<file path="src/shared/vbw_map.svh">
// register map, field positions and timing counts of the video memory host
// assumes a 10 MHz system clock and 32-bit register data
`ifndef VBW_MAP_SVH
`define VBW_MAP_SVH

`define VB_REG_CMD      8'h00
`define VB_REG_ADDR     8'h04
`define VB_REG_MASK     8'h08
`define VB_REG_STAT     8'h0c

`define VB_CMD_OP       2:0
`define VB_CMD_MASKED   3
`define VB_ADDR_ROW     8:0
`define VB_ADDR_COL     24:16
`define VB_MASK_IO      7:0
`define VB_MASK_COL     11:8
`define VB_ST_BUSY      0
`define VB_ST_START     1
`define VB_ST_SIOOUT    2
`define VB_ST_ERR       3
`define VB_ST_HALF      4
`define VB_ST_IO        15:8

`define VB_ROW_MSB      8
`define VB_COL_ALIGN    2'h0
`define VB_CLK_MHZ      10
`define VB_TSTS_NS      30
`define VB_TSTS_CYC     ((`VB_TSTS_NS * `VB_CLK_MHZ + 999) / 1000)

`endif

</file>
<file path="src/shared/vbw_pkg.sv">
// types shared by the video memory host: commands, sequencer states, pins
// assumes the register map header for all numeric positions
package vbw_pkg;

	typedef enum logic [2:0] {
		VB_OP_FLASH, VB_OP_BLOCK, VB_OP_RDX, VB_OP_SPLRD,
		VB_OP_WRX, VB_OP_SPLWR, VB_OP_SERIAL, VB_OP_NONE
	} vbw_op_type;

	typedef enum logic [3:0] {
		ST_IDLE, ST_SETUP, ST_RASL, ST_COL, ST_CASL, ST_DTR, ST_PRE, ST_SCH, ST_SCL
	} vbw_st_type;

	// pins toward the memory; io and serial data are driven when the _oe_n is low
	typedef struct packed {
		logic       ras_n;
		logic       cas_n;
		logic       we_n;
		logic       transfer_outen_n_n;
		logic       dsf;
		logic       sc;
		logic       io_oe_n;
		logic       sio_oe_n;
		logic [8:0] addr;
		logic [7:0] io_o;
	} vbw_pins_type;

	localparam vbw_pins_type VBW_PINS_IDLE = '{ras_n: 1'b1, cas_n: 1'b1, we_n: 1'b1,
		transfer_outen_n_n: 1'b1, dsf: 1'b0, sc: 1'b0, io_oe_n: 1'b1, sio_oe_n: 1'b1,
		addr: 9'h000, io_o: 8'h00};

endpackage : vbw_pkg

</file>
<file path="src/verilog/vbw_host.sv">
// host sequencer for a dual-port video memory: flash/block writes and transfers
// assumes an APB master on the register side and the memory on VRAM pins
//
// Contract
// - flash write row taken at RAS fall; host drives the I/O mask there
// - column enables on I/O at CAS fall, independent of the I/O mask
// - full transfer must set start address before split or serial access
// - read transfer: we_n high, dsf low; host raises transfer_outen_n
// - transfer_outen_n rise lies between old and new data serial clocks
// - host releases serial pins before first access after read transfer
// - no serial clock while RAS low in a write transfer
// - write-back row msb must match the row msb of the loading transfer
// - split read: we_n high, dsf high; spacing after serial clock kept
//
// Local design decisions: the register addresses and the APB interface to the registers.
`timescale 1ns/1ps
`include "vbw_map.svh"

module vbw_host (
	input  wire logic                 CLOCK,
	input  wire logic                 ARST_N,
	input  wire logic                 PSEL,
	input  wire logic                 PENABLE,
	input  wire logic                 PWRITE,
	input  wire logic [7:0]           PADDR,
	input  wire logic [31:0]          PWDATA,
	output logic      [31:0]          PRDATA,
	output logic                      PREADY,
	output logic                      PSLVERR,
	input  wire logic [7:0]           IO_IN,
	input  wire logic                 HALF_IND,
	output vbw_pkg::vbw_pins_type     VRAM
);
	import vbw_pkg::*;

	typedef struct packed {
		vbw_st_type   st;
		vbw_op_type   op;
		logic         masked;
		logic [8:0]   row;
		logic [8:0]   col;
		logic [7:0]   mask;
		logic [3:0]   cmask;
		logic [8:0]   cnt;
		logic [3:0]   gap;
		logic         start_ok;
		logic         sio_out;
		logic         loaded;
		logic         load_msb;
		logic         err;
		logic [31:0]  prdata;
		logic         pready;
		logic         pslverr;
		vbw_pins_type pins;
	} vbw_state_type;

	vbw_state_type s_r;
	vbw_state_type s_nxt;
	logic          acc;
	logic          hit;
	logic          refuse;
	logic          xfer;
	vbw_op_type    new_op;
	logic [31:0]   rd;

	// next state: bus slave, command launch, sequencer and pin levels
	always_comb begin
		s_nxt = s_r;
		s_nxt.pready = 1'b0;
		s_nxt.pslverr = 1'b0;
		acc = PSEL & PENABLE & s_r.pready;
		hit = (PADDR == `VB_REG_CMD) || (PADDR == `VB_REG_ADDR) ||
			(PADDR == `VB_REG_MASK) || (PADDR == `VB_REG_STAT);
		new_op = vbw_op_type'(PWDATA[`VB_CMD_OP]);
		rd = 32'h0000_0000;
		unique case (PADDR)
			`VB_REG_CMD:  rd[3:0] = {s_r.masked, s_r.op};
			`VB_REG_ADDR: rd = {7'h00, s_r.col, 7'h00, s_r.row};
			`VB_REG_MASK: rd[11:0] = {s_r.cmask, s_r.mask};
			`VB_REG_STAT: rd[15:0] = {IO_IN, 3'h0, HALF_IND, s_r.err, s_r.sio_out,
				s_r.start_ok, s_r.st != ST_IDLE};
			default:      rd = 32'h0000_0000;
		endcase
		// registered answer: ready in the first access cycle, so no wait states
		if (PSEL && !PENABLE) begin
			s_nxt.pready = 1'b1;
			s_nxt.pslverr = !hit;
			s_nxt.prdata = PWRITE ? 32'h0000_0000 : rd;
		end
		refuse = (s_r.st != ST_IDLE) || (new_op == VB_OP_NONE) ||
			((new_op == VB_OP_SPLRD || new_op == VB_OP_SPLWR ||
			new_op == VB_OP_SERIAL) && !s_r.start_ok) ||
			(new_op == VB_OP_SPLWR && (s_r.sio_out ||
			(s_r.loaded && s_r.row[`VB_ROW_MSB] != s_r.load_msb)));
		if (s_r.gap != 4'h0)
			s_nxt.gap = s_r.gap - 4'h1;
		if (acc && PWRITE && hit) begin
			unique case (PADDR)
				`VB_REG_CMD: begin
					if (refuse) begin
						s_nxt.err = 1'b1;
					end else begin
						s_nxt.st = ST_SETUP;
						s_nxt.op = new_op;
						s_nxt.masked = PWDATA[`VB_CMD_MASKED];
					end
				end
				`VB_REG_ADDR: begin
					s_nxt.row = PWDATA[`VB_ADDR_ROW];
					s_nxt.col = PWDATA[`VB_ADDR_COL];
				end
				`VB_REG_MASK: begin
					s_nxt.mask = PWDATA[`VB_MASK_IO];
					s_nxt.cmask = PWDATA[`VB_MASK_COL];
				end
				default: s_nxt.err = s_r.err & ~PWDATA[`VB_ST_ERR];
			endcase
		end
		// sequencer; serial clocks only start from idle, so never under RAS low
		// serial clocks idle-only
		unique case (s_r.st)
			ST_IDLE: ;
			ST_SETUP: begin
				// split transfers wait out the spacing after the last serial clock
				if (s_r.op == VB_OP_SERIAL)
					s_nxt.st = ST_SCH;
				else if (!((s_r.op == VB_OP_SPLRD || s_r.op == VB_OP_SPLWR) && s_r.gap != 4'h0))
					s_nxt.st = ST_RASL;
			end
			ST_RASL: s_nxt.st = (s_r.op == VB_OP_FLASH) ? ST_PRE : ST_COL;
			ST_COL:  s_nxt.st = ST_CASL;
			ST_CASL: s_nxt.st = (s_r.op == VB_OP_BLOCK) ? ST_PRE : ST_DTR;
			ST_DTR: begin
				s_nxt.st = ST_PRE;
				// direction and start address follow full transfers
				if (s_r.op == VB_OP_RDX) begin
					s_nxt.start_ok = 1'b1;
					s_nxt.sio_out = 1'b1;
				end
				if (s_r.op == VB_OP_WRX) begin
					s_nxt.start_ok = 1'b1;
					s_nxt.sio_out = 1'b0;
				end
				// remember the row msb of loaded data
				if (s_r.op == VB_OP_RDX || s_r.op == VB_OP_SPLRD) begin
					s_nxt.loaded = 1'b1;
					s_nxt.load_msb = s_r.row[`VB_ROW_MSB];
				end
			end
			ST_PRE: s_nxt.st = ST_IDLE;
			ST_SCH: s_nxt.st = ST_SCL;
			ST_SCL: begin
				s_nxt.gap = 4'(`VB_TSTS_CYC);
				s_nxt.st = (s_r.col <= 9'h001) ? ST_IDLE : ST_SCH;
				s_nxt.col = s_r.col - 9'h001;
			end
			// unused state codes fall back to idle rather than lock up
			default: s_nxt.st = ST_IDLE;
		endcase
		// pin levels for the state being entered
		xfer = s_nxt.op inside {VB_OP_RDX, VB_OP_SPLRD, VB_OP_WRX, VB_OP_SPLWR};
		s_nxt.pins = VBW_PINS_IDLE;
		s_nxt.pins.addr = s_r.pins.addr;
		// serial pins released unless the memory expects input
		s_nxt.pins.sio_oe_n = !(s_nxt.start_ok && !s_nxt.sio_out);
		if (s_nxt.st inside {ST_SETUP, ST_RASL}) begin
			s_nxt.pins.addr = s_nxt.row;
			s_nxt.pins.ras_n = (s_nxt.st != ST_RASL);
			// decode levels at the RAS fall
			s_nxt.pins.transfer_outen_n_n = !xfer;
			s_nxt.pins.dsf = s_nxt.op inside {VB_OP_FLASH, VB_OP_SPLRD, VB_OP_SPLWR};
			// we_n low selects mask write for flash fills, masked block fills and write transfers
			s_nxt.pins.we_n = !(s_nxt.op inside {VB_OP_FLASH, VB_OP_WRX, VB_OP_SPLWR} ||
				(s_nxt.op == VB_OP_BLOCK && s_nxt.masked));
			// mask on I/O at the RAS fall whenever it is a mask write
			s_nxt.pins.io_oe_n = s_nxt.pins.we_n;
			s_nxt.pins.io_o = s_nxt.mask;
		end
		if (s_nxt.st inside {ST_COL, ST_CASL, ST_DTR}) begin
			s_nxt.pins.ras_n = 1'b0;
			s_nxt.pins.cas_n = (s_nxt.st == ST_COL);
			s_nxt.pins.transfer_outen_n_n = 1'b1;
			if (s_nxt.st != ST_DTR)
				s_nxt.pins.transfer_outen_n_n = !xfer;
			s_nxt.pins.we_n = s_r.pins.we_n;
			if (s_nxt.op == VB_OP_BLOCK) begin
				// aligned column, dsf and column enables at CAS fall
				s_nxt.pins.addr = {s_nxt.col[8:2], `VB_COL_ALIGN};
				s_nxt.pins.dsf = 1'b1;
				s_nxt.pins.we_n = 1'b0;
				s_nxt.pins.io_oe_n = 1'b0;
				s_nxt.pins.io_o = {4'h0, s_nxt.cmask};
			end else begin
				// split start uses the low column bits only
				s_nxt.pins.addr = s_nxt.op inside {VB_OP_SPLRD, VB_OP_SPLWR} ?
					{1'b0, s_nxt.col[7:0]} : s_nxt.col;
			end
		end
		s_nxt.pins.sc = (s_nxt.st == ST_SCH);
	end

	// state register
	always_ff @(posedge CLOCK or negedge ARST_N) begin
		if (!ARST_N) begin
			s_r <= '0;
			s_r.pins <= VBW_PINS_IDLE;
		end else begin
			s_r <= s_nxt;
		end
	end

	assign PRDATA = s_r.prdata;
	assign PREADY = s_r.pready;
	assign PSLVERR = s_r.pslverr;
	assign VRAM = s_r.pins;
endmodule : vbw_host

</file>
<file path="config.mk">
export PLATFORM = sky130hd
export DESIGN_NAME = vbw_host
export DESIGN_NICKNAME = d
export VERILOG_FILES = /design/src/shared/vbw_pkg.sv /design/src/verilog/vbw_host.sv
export VERILOG_INCLUDE_DIRS = /design/src /design/src/shared
export SDC_FILE = /design/constraint.sdc
export NUM_CORES = 1
export LEC_CHECK = 0
export ABC_AREA = 0
export BUFFER_PORTS_ARGS = -buffer_cell sky130_fd_sc_hd__buf_4
export CAP_MARGIN = 20
export CORE_MARGIN = 1.5
export CORE_UTILIZATION = 51
export CTS_BUF_LIST = sky130_fd_sc_hd__clkbuf_8
export DETAILED_ROUTE_END_ITERATION = 10
export GPL_ROUTABILITY_DRIVEN = 0
export PLACE_DENSITY = 0.82
export SYNTH_ARGS = -nofsm -noshare
export SYNTH_HDL_FRONTEND = slang
export SYNTH_SLANG_ARGS = --single-unit
</file>
<file path="constraint.sdc">
create_clock -name CLOCK -period 2.55 [get_ports CLOCK]
set_clock_uncertainty 0.05 [all_clocks]
set_input_delay 0.51 -clock CLOCK [delete_from_list [all_inputs] [get_ports CLOCK]]
set_output_delay 0.51 -clock CLOCK [all_outputs]
set_load 0.05 [all_outputs]
</file>
==> metrics.log <==
[metrics] cell with the largest stage delay on the worst path: dfrtp_1
[metrics] clock buffers created by TritonCTS: 9
[metrics] startpoint types: flip-flop
[metrics] share of Yosys cell area claimed by the top area cell type: 45.0%
[metrics] proportion of register bits with asynchronous set or reset after synthesis: 100%
[metrics] Synth area leaders: dfrtp_1 (45%), buf_4 (8.3%), mux2_2 (5.9%), nand2_1 (3.6%), dfstp_2 (3.1%)
[metrics] DRC Markers: 0
[metrics] Clk network pwr share: 35.0%
[metrics] Antenna Cells: 0
[metrics] Slew Limit Headroom: 65.3%
[metrics] insertion delay of the later-clocked pin in the worst-skew pair: ~0.38 ns
[metrics] buffer type at the clock tree root: clkbuf_8
[metrics] Max clock buf depth: 2
[metrics] worst path required time: between 2 and 3 ns
[metrics] final design instance area without fill: about 6400 um^2
[metrics] Lkg Pwr: between 0.003 and 0.004 uW
[metrics] largest net degree at the start of global routing: 42
[metrics] critical path peak fanout: 4
[metrics] count of pins on the block boundary: 113
[metrics] Die Span X: 104 um
[metrics] most frequent cells in the layout: buf_4 (154), dfrtp_1 (93), nand2_1 (48)
[metrics] post-synthesis average cell area: roughly 11 um^2
[metrics] remaining number of nets flagged by the antenna check after routing: 0
[metrics] Largest stage delay, worst path: 0.43 ns
[metrics] Unique masters post-synth: 70
[metrics] Area Overhead vs Synth: 23.3%
[metrics] Synth Register Bits: slightly below 100
[metrics] core area: slightly below 10000 um^2
[metrics] Critical Setup Path Class: reg2reg
[metrics] count of endpoints failing hold in the final timing report: 0
[metrics] final setup violation count: 5
[metrics] # clock sinks: between 90 and 100
[metrics] nature of the critical path endpoint: flip-flop
[metrics] worst-margin pin slew: ~0.52 ns
[metrics] starting density of the core: a little over half
[metrics] First-pass DRT Iterations: 5
[metrics] dominant cell type by area after synthesis: dfrtp_1
[metrics] first-pass GRT wire length: about 21 mm
[metrics] TritonCTS clock tree: built
[metrics] Hold WS: 0.0456 ns
[metrics] Die Area: 10700 um^2
[metrics] via count: 4228
[metrics] antenna violations before repair: 0
[metrics] total congestion overflow: 0
[metrics] filler cell count: about 740
[metrics] max-capacitance violation count: 0
[metrics] worst endpoint data arrival time: 2.85 ns
[metrics] average detailed-routed wire length per instance: ~19 um
[metrics] combined global-route utilization of all metal layers: 25.1%
[metrics] power consumption: between 2000 and 3000 uW
[metrics] Vias/cell: ~5.8
[metrics] post-detailed-routing wire length: 13.4 mm
[metrics] final critical-path setup slack: -0.0996 ns
[metrics] share of total power in sequential cells: between 50% and 60%
[metrics] Layout Nets: approximately 640
[metrics] Area after DPL: approximately 6000 um^2
[metrics] fraction of the cycle the final worst path needs: 104%
[metrics] vertical extent of the die: between 100 and 150 um
[metrics] switching share of total power: a little over a quarter
[metrics] Post-Syn Area: 5170 um^2
[metrics] CTS H-tree lvls: 3
[metrics] CP cell instances: or2b_1, a211o_1, a211oi_1, o2111ai_2, buf_4, and2_1, a21oi_2, o22ai_2
[metrics] setup repair after global routing missed its margin: true
[metrics] number of global-route vias before repair: approximately 4200
[metrics] ratio of cells with drive above 1 in the final layout: 42.1%
[metrics] post-synthesis sequential area ratio: 48.1%
[metrics] post-DP HPWL: approximately 9.5 mm
[metrics] Post-synth EDFFs: 0
[metrics] power per unit of standard cell area: 439 nW/um^2
[metrics] Max rail drop VDD: 0.317 mV
[metrics] cell family contributing the most delay on the critical path: compound AO/OA/AOI/OAI gates
[metrics] drt initial violations: around 260
[metrics] number of slew-limit violations in the final report: 0
[metrics] floorplan row count: 36
[metrics] status: complete, but fails checks
[metrics] worst path buffer plus inverter count: 1
[metrics] internal power: about 2000 uW
[metrics] Clock Pin Slew Worst Setup and Hold Paths: ~0.10 ns
[metrics] violated checks: setup timing
[metrics] clock period minus final worst setup slack: approximately 2.6 ns
[metrics] Net Sw Power: ~760 uW
[metrics] Yosys warning total: 0
[metrics] top_reg_cell synth: dfrtp_1
[metrics] Port-buffer cells: between 90 and 100
[metrics] Min-Delay Path Class: in2async
[metrics] most common library cell in the layout ignoring fill and taps: buf_4
[metrics] number of instances in the synthesized netlist: about 500
[metrics] proportion of power drawn by combinational gates: roughly 8%
[metrics] maximum clock rate: around 380 MHz
-- cells by family after synthesis --
logic type               count (synthesis)  synth area share, %
other                                    1               0.0726
AO/OA/AOI/OAI                          109                 15.8
multiplexers                            37                 8.88
flip-flops                              99                 48.1
XOR/XNOR                                 4                0.678
AND/OR/NAND/NOR                        142                 14.3
buffers and inverters                   94                 11.3
adder cells (fa/ha/maj)                  4                0.944
-- power by group through the flow --
stage	sequential (uW)	clock (uW)	combinational [uW]
finish	1590	980	228
global route	1590	1040	246
CTS	1590	976	224
detailed placement	1620	0	222
global placement	1620	0	217
floorplan	1620	0	104
-- final timing paths --
path,start,endpoint,slack [ns],cells after the start
max,s_r[62]$_DFF_PN0_,VRAM[8]$_DFFE_PN0P_,-0.1,8
min,ARST_N,VRAM[1]$_DFF_PN0_,0.05,1
max reg2reg,s_r[62]$_DFF_PN0_,VRAM[8]$_DFFE_PN0P_,-0.1,8
min reg2reg,s_r[61]$_DFFE_PN0P_,s_r[61]$_DFFE_PN0P_,0.44,1
max in group asynchronous,ARST_N,VRAM[24]$_DFF_PN1_,1.67,2
min in group CLOCK,IO_IN[5],PRDATA[13]$_DFFE_PN0P_,0.29,2
-- repair_timing --
action                                  CTS  global route
cloned                                    2             0
endpoints found under the setup margin   19            17
gates resized for setup                  13            19
pin swaps                                10             5
buffers inserted                          4             6
hold buffers                              0             0
-- worst register-to-register path, cell delays in order (launching register included) --
cell and delay [ns]:
dfrtp_1 0.43, or2b_1 0.27, a211o_1 0.34, a211oi_1 0.42, o2111ai_2 0.25, buf_4 0.21, and2_1 0.19, a21oi_2 0.25
o22ai_2 0.13
-- per-layer routing --
metal | wire length [um] | vias up | global-route usage, % | part of all wire [%]
met5 | 0 | - | 0 | 0
met4 | 386 | 0 | 10.6 | 2.9
met3 | 946 | 41 | 4.78 | 7.0
met2 | 6530 | 236 | 41.5 | 49
met1 | 5580 | 2070 | 32.4 | 42
li1 | - | 1881 | - | -
-- state kept, by name, summed over array words and instances, names as in the netlist --
name,count
PRDATA,25
PREADY,1
PSLVERR,1
VRAM,25
s_r,47
-- area by class of cell --
| class | instances | area (um^2) | share of cell area, % |
|---|---|---|---|
| multi-input cells | 303 | 2240 | 35.1 |
| well taps | 133 | 166 | 2.61 |
| inverters | 12 | 46.3 | 0.726 |
| clock inverters | 7 | 58.8 | 0.922 |
| clock buffers | 9 | 124 | 1.94 |
| repair buffers | 162 | 1260 | 19.7 |
| flip-flops and latches | 99 | 2480 | 39.0 |
-- stage by stage --
| step | setup slack (ns) | setup TNS [ns] | utilization (%) | cells |
|---|---|---|---|---|
| 2_1_floorplan | -0.000920 | -0.00368 | - | 496 |
| 3_3_place_gp | -0.0835 | -0.595 | 61.1 | 699 |
| 4_1_cts | -0.0207 | -0.0339 | 64.0 | 721 |
| 3_5_place_dp | -0.166 | -1.64 | 61.1 | 699 |
| 5_1_grt | -0.145 | -1.01 | 64.9 | 725 |
| 6_report | -0.0996 | -0.245 | 64.9 | 725 |
-- synthesized netlist by cell type (3+ instances only) --
cell,instances
a221o_1,6
or3_1,6
nand2b_1,5
a22o_1,18
nor2_1,20
a211oi_1,4
dfstp_2,6
buf_4,57
and2_1,9
nor3_1,10
dfrtp_1,93
ha_1,3
buf_2,6
mux2i_1,5
mux2_2,27
o31ai_1,7
nand2_1,49
nand3b_1,3
inv_1,11
and3_1,7
nor4_1,3
o22ai_1,3
a21oi_1,23
nor2b_1,8
nand3_1,3
o21ai_0,16
clkbuf_1,18
a22oi_1,9
nor3b_1,3
mux4_2,4
(Power assumes the default switching activity.)
